`src/logic/lcr_pkg.sv`:
```
// constants and carrier types for the vendor link configuration register bank
// assumes a 10 MHz core clock and dword-aligned configuration accesses
`default_nettype none

package lcr_pkg;

  // configuration byte offsets
  localparam logic [7:0] OFS_SUBSYS_STD = 8'h2C;
  localparam logic [7:0] OFS_SUBSYS_ALIAS = 8'hD0;
  localparam logic [7:0] OFS_EXIT_LAT = 8'hD4;
  localparam logic [7:0] OFS_ENTRY_TMR = 8'hD8;

  // reset values
  localparam logic [31:0] RST_SUBSYS_ALIAS = 32'h0000_0000;
  localparam logic [31:0] RST_EXIT_LAT = 32'h0000_0D9B;
  localparam logic [31:0] RST_ENTRY_TMR = 32'h0000_001B;

  // implemented widths; bits above read as zero
  localparam int EXIT_LAT_W = 12;
  localparam int ENTRY_TMR_W = 6;

  // field positions in the exit latency register
  localparam int DEEP_ASYNC_LSB = 9;
  localparam int DEEP_SHARED_LSB = 6;
  localparam int LIGHT_ASYNC_LSB = 3;
  localparam int LIGHT_SHARED_LSB = 0;
  // field positions in the entry timer register
  localparam int DEEP_TMR_LSB = 3;
  localparam int LIGHT_TMR_LSB = 0;
  // subsystem alias halves
  localparam int PRODUCT_LSB = 16;
  localparam int MAKER_LSB = 0;

  // timing: the core clock and timer units
  localparam int CLK_FREQ_HZ = 10_000_000;
  localparam int TIMER_UNIT_US = 1;
  localparam int CYCLES_PER_UNIT = (CLK_FREQ_HZ / 1_000_000) * TIMER_UNIT_US;
  localparam int TMR_CNT_W = 16;

  // register selection
  typedef enum logic [1:0] {
    LCR_SEL_NONE = 2'b00,
    LCR_SEL_ALIAS = 2'b01,
    LCR_SEL_EXIT = 2'b10,
    LCR_SEL_ENTRY = 2'b11
  } lcr_sel_t;

  // one configuration access from the root complex
  typedef struct packed {
    logic valid;
    logic write;
    logic [7:0] addr;
    logic [3:0] byte_en;
    logic [31:0] wdata;
  } lcr_cfg_req_t;

  // answer to a configuration access
  typedef struct packed {
    logic ack;
    logic [31:0] rdata;
  } lcr_cfg_rsp_t;

endpackage

`default_nettype wire

```
`src/logic/lcr_link_config_regs.sv`:
```
// vendor link configuration register bank: subsystem alias, exit latencies, entry timers
// assumes synchronous configuration requests and link idle status on the core clock
// assumes perst_n and the global reset pin are already synchronous to clk
// assumes the link control bit and idle status are steady levels, not pulses
`timescale 1ns/1ps
`default_nettype none

module lcr_link_config_regs (
  input wire logic clk,
  input wire logic resetn,
  input wire logic perst_n,
  input wire logic global_reset_pin_n,
  input wire lcr_pkg::lcr_cfg_req_t cfg_req,
  output lcr_pkg::lcr_cfg_rsp_t cfg_rsp,
  input wire logic common_refclk_flag,
  input wire logic link_idle,
  output logic [15:0] subsys_product_alias,
  output logic [15:0] subsys_maker_alias,
  output logic [2:0] linkcap_deep_idle_exit,
  output logic [2:0] linkcap_light_idle_exit,
  output logic light_idle_entry_req,
  output logic deep_idle_entry_req
);

  // decode a configuration byte offset to a register of this bank
  function automatic lcr_pkg::lcr_sel_t decode_sel(input logic [7:0] addr);
    case ({addr[7:2], 2'b00})
      lcr_pkg::OFS_SUBSYS_ALIAS: decode_sel = lcr_pkg::LCR_SEL_ALIAS;
      lcr_pkg::OFS_EXIT_LAT: decode_sel = lcr_pkg::LCR_SEL_EXIT;
      lcr_pkg::OFS_ENTRY_TMR: decode_sel = lcr_pkg::LCR_SEL_ENTRY;
      default: decode_sel = lcr_pkg::LCR_SEL_NONE;
    endcase
  endfunction

  // merge write data into a register under byte enables
  function automatic logic [31:0] merge_be(
    input logic [31:0] old_val,
    input logic [31:0] wdata,
    input logic [3:0] be
  );
    logic [31:0] res;
    res = old_val;
    for (int i = 0; i < 4; i++) begin
      if (be[i]) begin
        res[i*8 +: 8] = wdata[i*8 +: 8];
      end
    end
    merge_be = res;
  endfunction

  // L0s entry time in microseconds: code plus one (011 gives 4)
  function automatic logic [lcr_pkg::TMR_CNT_W-1:0] light_limit(
    input logic [2:0] code
  );
    light_limit = lcr_pkg::TMR_CNT_W'((32'(code) + 32'd1) * 32'(lcr_pkg::CYCLES_PER_UNIT));
  endfunction

  // L1 entry time in microseconds: two to the code (011 gives 8)
  function automatic logic [lcr_pkg::TMR_CNT_W-1:0] deep_limit(
    input logic [2:0] code
  );
    deep_limit = lcr_pkg::TMR_CNT_W'((32'd1 << code) * 32'(lcr_pkg::CYCLES_PER_UNIT));
  endfunction

  // power-on reset released through two flops
  logic rst_meta_n;
  logic rst_n;
  always_ff @(posedge clk or negedge resetn) begin
    if (!resetn) begin
      rst_meta_n <= 1'b0;
      rst_n <= 1'b0;
    end else begin
      rst_meta_n <= 1'b1;
      rst_n <= rst_meta_n;
    end
  end

  // fundamental reset and global reset pin clear synchronously
  logic soft_clear;
  assign soft_clear = !perst_n || !global_reset_pin_n;

  // stored register state; unused upper bits are never kept
  logic [31:0] alias_reg;
  logic [lcr_pkg::EXIT_LAT_W-1:0] exit_reg;
  logic [lcr_pkg::ENTRY_TMR_W-1:0] entry_reg;
  logic [31:0] next_alias;
  logic [31:0] next_exit;
  logic [31:0] next_entry;
  lcr_pkg::lcr_sel_t req_sel;
  logic wr_hit;

  assign req_sel = decode_sel(cfg_req.addr);
  assign wr_hit = cfg_req.valid && cfg_req.write;

  // one write strobe per register; the mirror at 2Ch has none, so writes there drop
  logic wr_alias;
  logic wr_exit;
  logic wr_entry;
  assign wr_alias = wr_hit && req_sel == lcr_pkg::LCR_SEL_ALIAS;
  assign wr_exit = wr_hit && req_sel == lcr_pkg::LCR_SEL_EXIT;
  assign wr_entry = wr_hit && req_sel == lcr_pkg::LCR_SEL_ENTRY;

  // the standard subsystem word is read-only here
  logic std_hit;
  assign std_hit = {cfg_req.addr[7:2], 2'b00} == lcr_pkg::OFS_SUBSYS_STD;

  // merged write data for each register
  assign next_alias = merge_be(alias_reg, cfg_req.wdata, cfg_req.byte_en);
  assign next_exit = merge_be({20'h00000, exit_reg}, cfg_req.wdata, cfg_req.byte_en);
  assign next_entry = merge_be({26'h0000000, entry_reg}, cfg_req.wdata, cfg_req.byte_en);

  // subsystem alias register
  always_ff @(posedge clk or negedge rst_n) begin
    if (!rst_n) begin
      alias_reg <= lcr_pkg::RST_SUBSYS_ALIAS;
    end else if (soft_clear) begin
      alias_reg <= lcr_pkg::RST_SUBSYS_ALIAS;
    end else if (wr_alias) begin
      alias_reg <= next_alias;
    end
  end

  // exit latency register, upper bits not stored
  always_ff @(posedge clk or negedge rst_n) begin
    if (!rst_n) begin
      exit_reg <= lcr_pkg::RST_EXIT_LAT[lcr_pkg::EXIT_LAT_W-1:0];
    end else if (soft_clear) begin
      exit_reg <= lcr_pkg::RST_EXIT_LAT[lcr_pkg::EXIT_LAT_W-1:0];
    end else if (wr_exit) begin
      exit_reg <= next_exit[lcr_pkg::EXIT_LAT_W-1:0];
    end
  end

  // entry timer register, upper bits not stored
  always_ff @(posedge clk or negedge rst_n) begin
    if (!rst_n) begin
      entry_reg <= lcr_pkg::RST_ENTRY_TMR[lcr_pkg::ENTRY_TMR_W-1:0];
    end else if (soft_clear) begin
      entry_reg <= lcr_pkg::RST_ENTRY_TMR[lcr_pkg::ENTRY_TMR_W-1:0];
    end else if (wr_entry) begin
      entry_reg <= next_entry[lcr_pkg::ENTRY_TMR_W-1:0];
    end
  end

  // read data mux; the standard subsystem word at 2Ch shows the alias
  logic [31:0] rd_mux;
  always_comb begin
    rd_mux = 32'h0000_0000;
    case (req_sel)
      lcr_pkg::LCR_SEL_ALIAS: rd_mux = alias_reg;
      lcr_pkg::LCR_SEL_EXIT: rd_mux = {20'h00000, exit_reg};
      lcr_pkg::LCR_SEL_ENTRY: rd_mux = {26'h0000000, entry_reg};
      default: begin
        if (std_hit) begin
          rd_mux = alias_reg;
        end
      end
    endcase
  end

  // one-cycle answer to every access, data only on reads
  always_ff @(posedge clk or negedge rst_n) begin
    if (!rst_n) begin
      cfg_rsp <= '0;
    end else begin
      cfg_rsp.ack <= cfg_req.valid;
      cfg_rsp.rdata <= (cfg_req.valid && !cfg_req.write) ? rd_mux : 32'h0000_0000;
    end
  end

  // standard subsystem identifier follows the upper alias half
  always_ff @(posedge clk or negedge rst_n) begin
    if (!rst_n) begin
      subsys_product_alias <= 16'h0000;
    end else begin
      subsys_product_alias <= alias_reg[lcr_pkg::PRODUCT_LSB +: 16];
    end
  end

  // standard subsystem vendor identifier follows the lower alias half
  always_ff @(posedge clk or negedge rst_n) begin
    if (!rst_n) begin
      subsys_maker_alias <= 16'h0000;
    end else begin
      subsys_maker_alias <= alias_reg[lcr_pkg::MAKER_LSB +: 16];
    end
  end

  // exit latency fields as stored
  logic [2:0] deep_idle_exit_async;
  logic [2:0] deep_idle_exit_shared;
  logic [2:0] light_idle_exit_async;
  logic [2:0] light_idle_exit_shared;
  assign deep_idle_exit_async = exit_reg[lcr_pkg::DEEP_ASYNC_LSB +: 3];
  assign deep_idle_exit_shared = exit_reg[lcr_pkg::DEEP_SHARED_LSB +: 3];
  assign light_idle_exit_async = exit_reg[lcr_pkg::LIGHT_ASYNC_LSB +: 3];
  assign light_idle_exit_shared = exit_reg[lcr_pkg::LIGHT_SHARED_LSB +: 3];

  // deep idle exit latency reported, chosen by the common clock bit
  always_ff @(posedge clk or negedge rst_n) begin
    if (!rst_n) begin
      linkcap_deep_idle_exit <= 3'h0;
    end else if (common_refclk_flag) begin
      linkcap_deep_idle_exit <= deep_idle_exit_shared;
    end else begin
      linkcap_deep_idle_exit <= deep_idle_exit_async;
    end
  end

  // light idle exit latency reported, chosen by the common clock bit
  always_ff @(posedge clk or negedge rst_n) begin
    if (!rst_n) begin
      linkcap_light_idle_exit <= 3'h0;
    end else if (common_refclk_flag) begin
      linkcap_light_idle_exit <= light_idle_exit_shared;
    end else begin
      linkcap_light_idle_exit <= light_idle_exit_async;
    end
  end

  // entry timer limits from the entry timer register
  logic [lcr_pkg::TMR_CNT_W-1:0] light_lim;
  logic [lcr_pkg::TMR_CNT_W-1:0] deep_lim;
  assign light_lim = light_limit(entry_reg[lcr_pkg::LIGHT_TMR_LSB +: 3]);
  assign deep_lim = deep_limit(entry_reg[lcr_pkg::DEEP_TMR_LSB +: 3]);

  // idle counts and their next values
  logic [lcr_pkg::TMR_CNT_W-1:0] light_cnt;
  logic [lcr_pkg::TMR_CNT_W-1:0] deep_cnt;
  logic [lcr_pkg::TMR_CNT_W-1:0] next_light_cnt;
  logic [lcr_pkg::TMR_CNT_W-1:0] next_deep_cnt;

  // light count saturates at its limit so it cannot wrap
  always_comb begin
    next_light_cnt = light_cnt;
    if (light_cnt < light_lim) begin
      next_light_cnt = light_cnt + 1'b1;
    end
  end

  // deep count saturates at its limit so it cannot wrap
  always_comb begin
    next_deep_cnt = deep_cnt;
    if (deep_cnt < deep_lim) begin
      next_deep_cnt = deep_cnt + 1'b1;
    end
  end

  // light idle counter: runs while idle, restarts on any traffic
  always_ff @(posedge clk or negedge rst_n) begin
    if (!rst_n) begin
      light_cnt <= '0;
    end else if (!link_idle || soft_clear) begin
      light_cnt <= '0;
    end else begin
      light_cnt <= next_light_cnt;
    end
  end

  // deep idle counter: runs while idle, restarts on any traffic
  always_ff @(posedge clk or negedge rst_n) begin
    if (!rst_n) begin
      deep_cnt <= '0;
    end else if (!link_idle || soft_clear) begin
      deep_cnt <= '0;
    end else begin
      deep_cnt <= next_deep_cnt;
    end
  end

  // light entry request held while idle persists after expiry
  always_ff @(posedge clk or negedge rst_n) begin
    if (!rst_n) begin
      light_idle_entry_req <= 1'b0;
    end else begin
      light_idle_entry_req <= link_idle && !soft_clear && light_cnt >= light_lim;
    end
  end

  // deep entry request held while idle persists after expiry
  always_ff @(posedge clk or negedge rst_n) begin
    if (!rst_n) begin
      deep_idle_entry_req <= 1'b0;
    end else begin
      deep_idle_entry_req <= link_idle && !soft_clear && deep_cnt >= deep_lim;
    end
  end

endmodule

`default_nettype wire

```
`config.mk`:
```
export PLATFORM = sky130hd
export DESIGN_NAME = lcr_link_config_regs
export DESIGN_NICKNAME = d
export VERILOG_FILES = /design/src/logic/lcr_pkg.sv /design/src/logic/lcr_link_config_regs.sv
export SDC_FILE = /design/constraint.sdc
export NUM_CORES = 1
export LEC_CHECK = 0
export BUFFER_PORTS_ARGS = -buffer_cell sky130_fd_sc_hd__buf_2
export CORE_ASPECT_RATIO = 0.8
export CORE_MARGIN = 5
export CORE_UTILIZATION = 35
export CTS_BUF_LIST = sky130_fd_sc_hd__clkbuf_2
export DETAILED_ROUTE_END_ITERATION = 16
export GPL_ROUTABILITY_DRIVEN = 0
export SLEW_MARGIN = 10
export SYNTH_ARGS = -nofsm -noshare
export SYNTH_HDL_FRONTEND = slang
export SYNTH_SLANG_ARGS = --single-unit
```
`constraint.sdc`:
```
create_clock -name clk -period 5.6 [get_ports clk]
set_input_delay 0.28 -clock clk [delete_from_list [all_inputs] [get_ports clk]]
set_output_delay 0.28 -clock clk [all_outputs]
set_load 0.01 [all_outputs]
```
Word level (Yosys, flattened, before mapping)
Cells that the tools add are included.
Widths: inputs -> output; s select.

cells by class
  eq/ne operators = 7
  shifts and indexed selects = 1
  reductions and logical operators = 31
  add/sub/neg operators = 3
  multiplexer cells = 22
  $mul = 2
  order comparisons = 4

operators with widths
  kind                   count
  $mux 32                4
  $pmux 32 s3            1
  $mux 16                4
  $add 16x1->16 const B  2
  $mul 32x3->15 const B  1
  $mux 8                 4
  $shl 1x3->32 const A   1
  $mux 12                2
  $eq 6x6->1 const B     3
  $mux 6                 3
  $reduce_bool 2->1      9
  $ge 16x16->1           1
  $ge 16x8->1            1
  $lt 16x16->1           1
  $lt 16x8->1            1
  $reduce_and 2->1       7
  $logic_and 1x1->1      8
  $mul 4x3->7 const B    1
  $eq 6x4->1 const B     1
  $mux 3                 2
  $pmux 2 s3             1
  $logic_not 1->1        5
  $add 3x1->4 const B    1
  $eq 2x2->1 const B     2
  other kinds (3)        4

word-level totals
  logic and storage cells = 89
  output and inout port bits = 73
  register bits after elaboration = 157
  input bits = 52

Logic depth before layout (Yosys ltp)
Gate-level depths: netlist of the first run.

  depth after elaboration = 6
  mapped depth = 18
  mapped depth without buffers = 15

Worst setup path before layout of the first run
Ideal clock, no wire load.

  path type = register -> register
  from = reg entry_reg[4] (netlist bit)
  to = reg deep_cnt[12] (netlist bit)
  period minus slack after synthesis = 3718 ps
  buffers on the path = 3
  data arrival time = 3599 ps
  cell stages (with the launch flop) = 18
  path slack = 1882 ps
  setup time = 119 ps
  data required time = 5481 ps
  cell sequence = dfstp_2 -> clkbuf_1 -> or3b_2 -> inv_1 -> ha_1 -> fa_1 -> a21o_1 -> a21oi_1 -> o21bai_1 -> a21oi_1 -> xnor2_1 -> ha_1 -> nand4_1 -> a311oi_4 -> buf_4 -> buf_4 -> nor3_1 -> o21a_1

on the way
  word-level cells in the longest chain between the ends = 4

RTL lines
  what                                RTL line                     RTL
  start, declared                     lcr_link_config_regs.sv:85   logic [lcr_pkg::ENTRY_TMR_W-1:0] entry_reg;
  start signal, assigned              lcr_link_config_regs.sv:137  entry_reg <= lcr_pkg::RST_ENTRY_TMR[lcr_pkg::ENTRY_TMR_W-1:0];
  start signal, assigned              lcr_link_config_regs.sv:139  entry_reg <= lcr_pkg::RST_ENTRY_TMR[lcr_pkg::ENTRY_TMR_W-1:0];
  start signal, assigned              lcr_link_config_regs.sv:141  entry_reg <= next_entry[lcr_pkg::ENTRY_TMR_W-1:0];
  $shl 1x3->32                        lcr_link_config_regs.sv:62   deep_limit = lcr_pkg::TMR_CNT_W'((32'd1 << code) * 32'(lcr_pkg::CYCLES_PER_UNIT));
  $mul 32x3->15                       lcr_link_config_regs.sv:62
  $lt 16x16->1                        lcr_link_config_regs.sv:244  if (deep_cnt < deep_lim) begin
  $reduce_bool 2->1 (no source line)  n/a
  end signal, assigned                lcr_link_config_regs.sv:267  deep_cnt <= next_deep_cnt;
  end, declared                       lcr_link_config_regs.sv:229  logic [lcr_pkg::TMR_CNT_W-1:0] deep_cnt;

Every way passes these cells.
A chain may end at the register's enable or synchronous reset.

Worst setup path after layout of the first run
  from = reg entry_reg[4] (netlist bit)
  to = reg deep_cnt[0] (netlist bit)

The elaborated chain is that of the path after synthesis.

==> impl_metrics.json, run 1 <==
{
  "worst_slack_ps": 1460,
  "dpl-instance-area_um2": 7600,
  "synth_seq_cells": 157,
  "drt-initial-drc-count": 258,
  "syn_avg_cell_area_um2": 11.2,
  "synth_cells": 599,
  "r2r-end": "deep_cnt[0]$_DFFE_PN0P_",
  "setup.worst_path.start": "entry_reg[4]$_DFFE_PN1P_",
  "synth.area.mux_share_pct": 3.60,
  "cap_violations": 0,
  "antenna_found_initial": 2,
  "synth_area_um2": 6730,
  "slew_viol_final": 0,
  "ioPinCount": 125,
  "cts_root_buf": "clkbuf_2",
  "r2r_start": "entry_reg[4]$_DFFE_PN1P_",
  "cp.required_ps": 6230,
  "yosysTopAreaCellShare_pct": 53.9,
  "fin_crit_ps": 4140,
  "final.setup.tns_ps": 0,
  "ys_types": 52,
  "die_area_um2": 22100,
  "finalHoldViolations": 0,
  "fp.coreArea_um2": 19000,
  "clock-sinks": 157,
  "routed_wl_um": 15500,
  "holdPathEnd": "alias_reg[22]$_DFFE_PN0P_",
  "die_h_um": 134,
  "cts_max_path_buffers": 2,
  "overflow": 0,
  "ir_drop_mv": 0.116,
  "reg2reg_depth": 14,
  "synth_edf_count": 0,
  "dpl_worst_slack_ps": 1540,
  "worst_hold_slack_ps": 82.7,
  "drc": 0,
  "num_vias": 4922,
  "synth_fa_ha_area_share_pct": 6.54,
  "hold_path_depth": 4,
  "cts_resized": 0,
  "rsz0062_at_grt": "no",
  "reg2reg_slack_ps": 1460,
  "rows": 45,
  "clk_latency_ps": 730,
  "synth-simple-area-share_pct": 16.3,
  "grt_max_degree": 69,
  "grt_usage_pct": 14.3,
  "hold_path.startpoint": "perst_n",
  "leakage_uw": 0.00421,
  "final_util_pct": 43.4,
  "criticalPathCategory": "flip-flop to flip-flop",
  "ys.flop_type": "dfrtp_1",
  "fillers": 1840,
  "p_per_area_nw_per_um2": 238,
  "area_growth_pct": 22.2,
  "drtPass1Iterations": 5,
  "slew_headroom_pct": 23.5,
  "vias_per_cell": 4.78,
  "cts_made_buffers": 17,
  "synth_top_family_by_area": "simple AND/OR/NAND/NOR gates",
  "synth_warnings": 0,
  "htreeDepth": 4,
  "cts.clk_slew.worst_paths_ps": 270,
  "startpoint_type": "flip-flop",
  "initial_core_util_pct": 35.5,
  "setup_viol": 0,
  "skew_ps": 48.3,
  "post-route-period-util_pct": 73.8,
  "synth_compound_area_share_pct": 10.2,
  "synth.area.top_cells": "dfrtp_1 (54%), ha_1 (5.9%), dfstp_2 (4.7%)",
  "ant_nets": 0,
  "grt_pass1_wl_um": 25200,
  "final_cell_area_um2": 8230,
  "wl_per_cell_um": 15.1,
  "synth_xor_area_share_pct": 1.82,
  "end_kind": "flip-flop",
  "fmax_ghz": 0.242,
  "grt_pass1_vias": 4812,
  "nNetsFinal": 844,
  "worst_pin_slew_ps": 1150,
  "fp.dieW_um": 165,
  "place_hpwl_um": 10800,
  "largest_register_ffs": 33,
  "yosysSeqAreaShare_pct": 58.6,
  "status": "completed",
  "crit_arrival_ps": 4770,
  "drive_gt1_share_pct": 23.5,
  "synthArstFlopShare_pct": 100,
  "min_path_type": "input pin to flip-flop",
  "cts_setup_buffers": 0,
  "tritoncts": "done",
  "synth_area_leader_cell": "dfrtp_1",
  "critical_path_peak_fanout": 26,
  "port_buffers": 122
}
==> worst max-delay path, stage by stage (launching register included) <==
cell and delay [ps]:
dfstp_2 670, or3b_2 160, inv_1 40, ha_1 200, fa_1 440, a21o_1 180, a21oi_1 220, o21bai_1 90
a21oi_1 180, xnor2_1 90, ha_1 280, nand4_1 210, a311oi_4 920, o21ai_0 210, a21oi_1 160
==> logic make-up (layout without fill, tap and decap cells) <==
family / Yosys count / after routing
other: 2 / 6
buffers and inverters: 48 / 217
flip-flops: 157 / 157
XOR/XNOR: 14 / 14
multiplexers: 24 / 24
adder cells (fa/ha/maj): 34 / 34
AO/OA/AOI/OAI: 107 / 107
AND/OR/NAND/NOR: 213 / 213
==> Yosys cell counts, drive strengths merged (10+ instances only) <==
| master | n |
|---|---|
| or4 | 12 |
| and2 | 35 |
| nor2 | 44 |
| nand4 | 10 |
| dfrtp | 145 |
| nor3 | 16 |
| o21ai | 29 |
| clkbuf | 21 |
| mux2i | 22 |
| xnor2 | 11 |
| o31ai | 11 |
| nand2 | 58 |
| a21oi | 36 |
| dfstp | 12 |
| inv | 22 |
| ha | 32 |
==> area by class of cell <==
cell class / count / area [um2] / area share [%]
sequential: 157 / 3950 / 48.0
multi-input combinational: 397 / 2610 / 31.7
timing repair buffer: 163 / 1010 / 12.3
tap: 258 / 323 / 3.92
clock inverter: 14 / 160 / 1.95
clock buffer: 18 / 90.1 / 1.10
inverter: 22 / 82.6 / 1.00
antenna: 1 / 2.50 / 0.0304
==> power breakdown <==
group          switching (uW)  total (uW)  internal, uW
clock                     433         652           219
sequential               16.6        1180          1160
combinational            76.0         130          53.5
==> layout by cell type, fill, tap and decap left out, drive strengths merged, types with 3 or more instances in the layout <==
cell type,count
a22oi,6
or4,12
and2,35
ha,32
nand4b,3
inv,28
a222oi,6
nor2b,3
buf,126
xor2,3
and3,8
nor2,44
dlygate4sd3,37
a21oi,36
dfrtp,145
mux2i,22
a21o,5
nand2,58
conb,5
clkbuf,18
nor3,16
o21ai,29
nand3,8
o21bai,4
clkinv,5
o31ai,11
dfstp,12
xnor2,11
nor3b,4
nand4,10
==> worst max path at each step <==
| stage | endpoint | cells past startpoint |
|---|---|---|
| 5_1_grt | deep_cnt[6]$_DFFE_PN0P_ | 14 |
| 6_report | deep_cnt[0]$_DFFE_PN0P_ | 14 |
| 3_3_place_gp | deep_cnt[0]$_DFFE_PN0P_ | 14 |
| 4_1_cts | deep_cnt[0]$_DFFE_PN0P_ | 14 |
| 3_5_place_dp | deep_cnt[12]$_DFFE_PN0P_ | 14 |
| 2_1_floorplan | alias_reg[0]$_DFFE_PN0P_ | 0 |
==> through the flow <==
| stage | power [uW] | cells |
|---|---|---|
| 2_1_floorplan | 1250 | 602 |
| 3_3_place_gp | 1310 | 960 |
| 3_5_place_dp | 1310 | 960 |
| 4_1_cts | 1980 | 1029 |
| 5_1_grt | 2050 | 1030 |
| 6_report | 1960 | 1030 |
==> metal layers <==
layer	vias up	track usage, %	wire (um)
met5	-	0	7
met3	22	4.18	950
met1	2374	20.3	7290
li1	2406	-	-
met4	2	4.71	337
met2	118	21.0	6920
==> repair_timing <==
item,CTS,global route
setup endpoints to repair,0,0
hold endpoints to repair,64,0
hold buffers,37,0
(Power assumes the default switching activity.)
==> run 2: changes to the inputs <==
- clock period: 5.6 -> 3.7 ns (I/O delays scaled with it)
==> run 2 against run 1 <==
Against the previous run:
- critical path depth up 1
- power up 54%
- fmax up 16%
- critical path type unchanged
- largest cell class unchanged
==> impl_metrics.json, run 2 (same netlist as run 1, synthesis figures left out) <==
{
  "slew_viol_final": 0,
  "grt_pass1_wl_um": 25800,
  "grt_max_degree": 67,
  "num_vias": 5030,
  "most-common-layout-cells": "dfrtp_1 (143), buf_2 (122), nand2_1 (58)",
  "cts_max_path_buffers": 2,
  "skew_ps": 32.3,
  "initial_core_util_pct": 35.5,
  "place_hpwl_um": 11000,
  "finalHoldViolations": 0,
  "swShare_pct": 27.4,
  "overflow": 0,
  "startpoint_type": "flip-flop",
  "leakage_uw": 0.00439,
  "crit_arrival_ps": 4230,
  "ioPinCount": 125,
  "final_util_pct": 45.6,
  "setup_viol": 0,
  "critical_path_peak_fanout": 7,
  "fp.dieW_um": 165,
  "grt_pass1_vias": 4959,
  "slew_headroom_pct": 25.7,
  "nNetsFinal": 874,
  "cp.required_ps": 4350,
  "clk_latency_ps": 720,
  "largest_register_ffs": 33,
  "cts.clk_slew.worst_paths_ps": 250,
  "fin_crit_ps": 3580,
  "worst_pin_slew_ps": 1110,
  "tritoncts": "done",
  "grt_usage_pct": 14.6,
  "drtPass1Iterations": 7,
  "wl_per_cell_um": 15.3,
  "comb_power_share_pct": 6.8,
  "mostFrequentLayoutCell": "dfrtp_1",
  "antenna_found_initial": 2,
  "cts_made_buffers": 17,
  "vias_per_cell": 4.75,
  "rows": 45,
  "fmax_ghz": 0.279,
  "drt-initial-drc-count": 415,
  "fp.coreArea_um2": 19000,
  "status": "completed",
  "area_growth_pct": 28.5,
  "clock-sinks": 157,
  "die_h_um": 134,
  "p_per_area_nw_per_um2": 348,
  "fillers": 1805,
  "criticalPathCategory": "flip-flop to flip-flop",
  "cts_root_buf": "clkbuf_2",
  "die_area_um2": 22100,
  "end_kind": "flip-flop",
  "ir_drop_mv": 0.197,
  "port_buffers": 122,
  "seq_power_share_pct": 59.4,
  "p_total_uw": 3010,
  "cap_violations": 0,
  "switchingPower_uw": 825,
  "post-route-period-util_pct": 96.7,
  "drive_gt1_share_pct": 27.6,
  "clkPwrFrac_pct": 33.8,
  "htreeDepth": 4,
  "ant_nets": 0,
  "p_int_uw": 2190,
  "drc": 0,
  "routed_wl_um": 16200,
  "min_path_type": "input pin to flip-flop"
}
[run 2: cell count changes in the layout (fill, tap and decap cells not counted), moves of 3 or more]
cell / change
a21oi_1: -4
o21ai_4: +3
a21oi_2: +4
buf_4: +15
dlygate4sd3_1: +7
[run 2: area by class of cell]
cell class / instances / area [um2] / share of cell area (%)
sequential: 157 / 3950 / 45.6
multi-input combinational: 399 / 2730 / 31.6
timing repair buffer: 191 / 1310 / 15.1
tap: 258 / 323 / 3.73
clock inverter: 15 / 173 / 2.00
clock buffer: 17 / 85.1 / 0.984
inverter: 22 / 82.6 / 0.955
antenna: 1 / 2.50 / 0.0289
[run 2: routing by layer]
metal / global-route usage [%] / vias up / routed length (um)
li1: - / 2474 / -
met2: 21.1 / 112 / 7130
met3: 3.84 / 18 / 895
met4: 3.79 / 2 / 196
met1: 21.6 / 2424 / 7960
met5: 0 / - / 7
[run 2: metrics by stage]
step / setup WS [ps] / cell area, um2 / hold slack (ps) / instances / TNS, ps
floorplan: 91.5 / 6750 / -111 / 602 / 0
global placement: 55.0 / 7710 / -27.7 / 971 / 0
detailed placement: 15.8 / 7710 / -25.3 / 971 / 0
CTS: 27.9 / 8420 / 4.33 / 1047 / 0
global route: -102 / 8650 / 32.4 / 1060 / -475
finish: 121 / 8650 / 94.8 / 1060 / 0
[run 2: power by group through the flow]
stage	Sequential, uW	Combinational [uW]	Clock, uW
5_1_grt	1800	229	1130
4_1_cts	1790	200	1050
2_1_floorplan	1830	64.5	0
6_report	1790	204	1020
3_3_place_gp	1820	164	0
3_5_place_dp	1820	164	0
[run 2: final timing paths]
path                                     startpoint  depth (start not counted)                       end  slack [ps]
min in group asynchronous                    resetn                          3           rst_n$_DFF_PN0_         290
max in group asynchronous           rst_n$_DFF_PN0_                          1  entry_reg[1]$_DFFE_PN1P_        2350
hold reg to reg                rst_meta_n$_DFF_PN0_                          0           rst_n$_DFF_PN0_         380
hold / removal                            link_idle                          3  deep_cnt[12]$_DFFE_PN0P_          90
setup reg to reg           entry_reg[3]$_DFFE_PN1P_                         15  deep_cnt[12]$_DFFE_PN0P_         120
setup / recovery           entry_reg[3]$_DFFE_PN1P_                         15  deep_cnt[12]$_DFFE_PN0P_         120
[run 2: worst max-delay path, cell delays in order (launching register included)]
cell	delay (ps)
dfstp_2	440
buf_4	160
and3b_1	210
ha_4	170
fa_2	340
a21o_1	190
a21oi_2	140
o21bai_1	110
a21oi_2	140
xnor2_1	90
ha_1	340
nand4_1	170
a311oi_4	500
clkbuf_16	260
nor3_1	60
o21a_1	180
[run 2: what timing repair did]
action | CTS | global route
cloned | 0 | 5
pin swaps | 0 | 16
endpoints found under the setup margin | 10 | 13
hold buffers | 44 | 0
setup buffers | 0 | 7
hold endpoints to repair | 67 | 0
gates resized for setup | 3 | 22
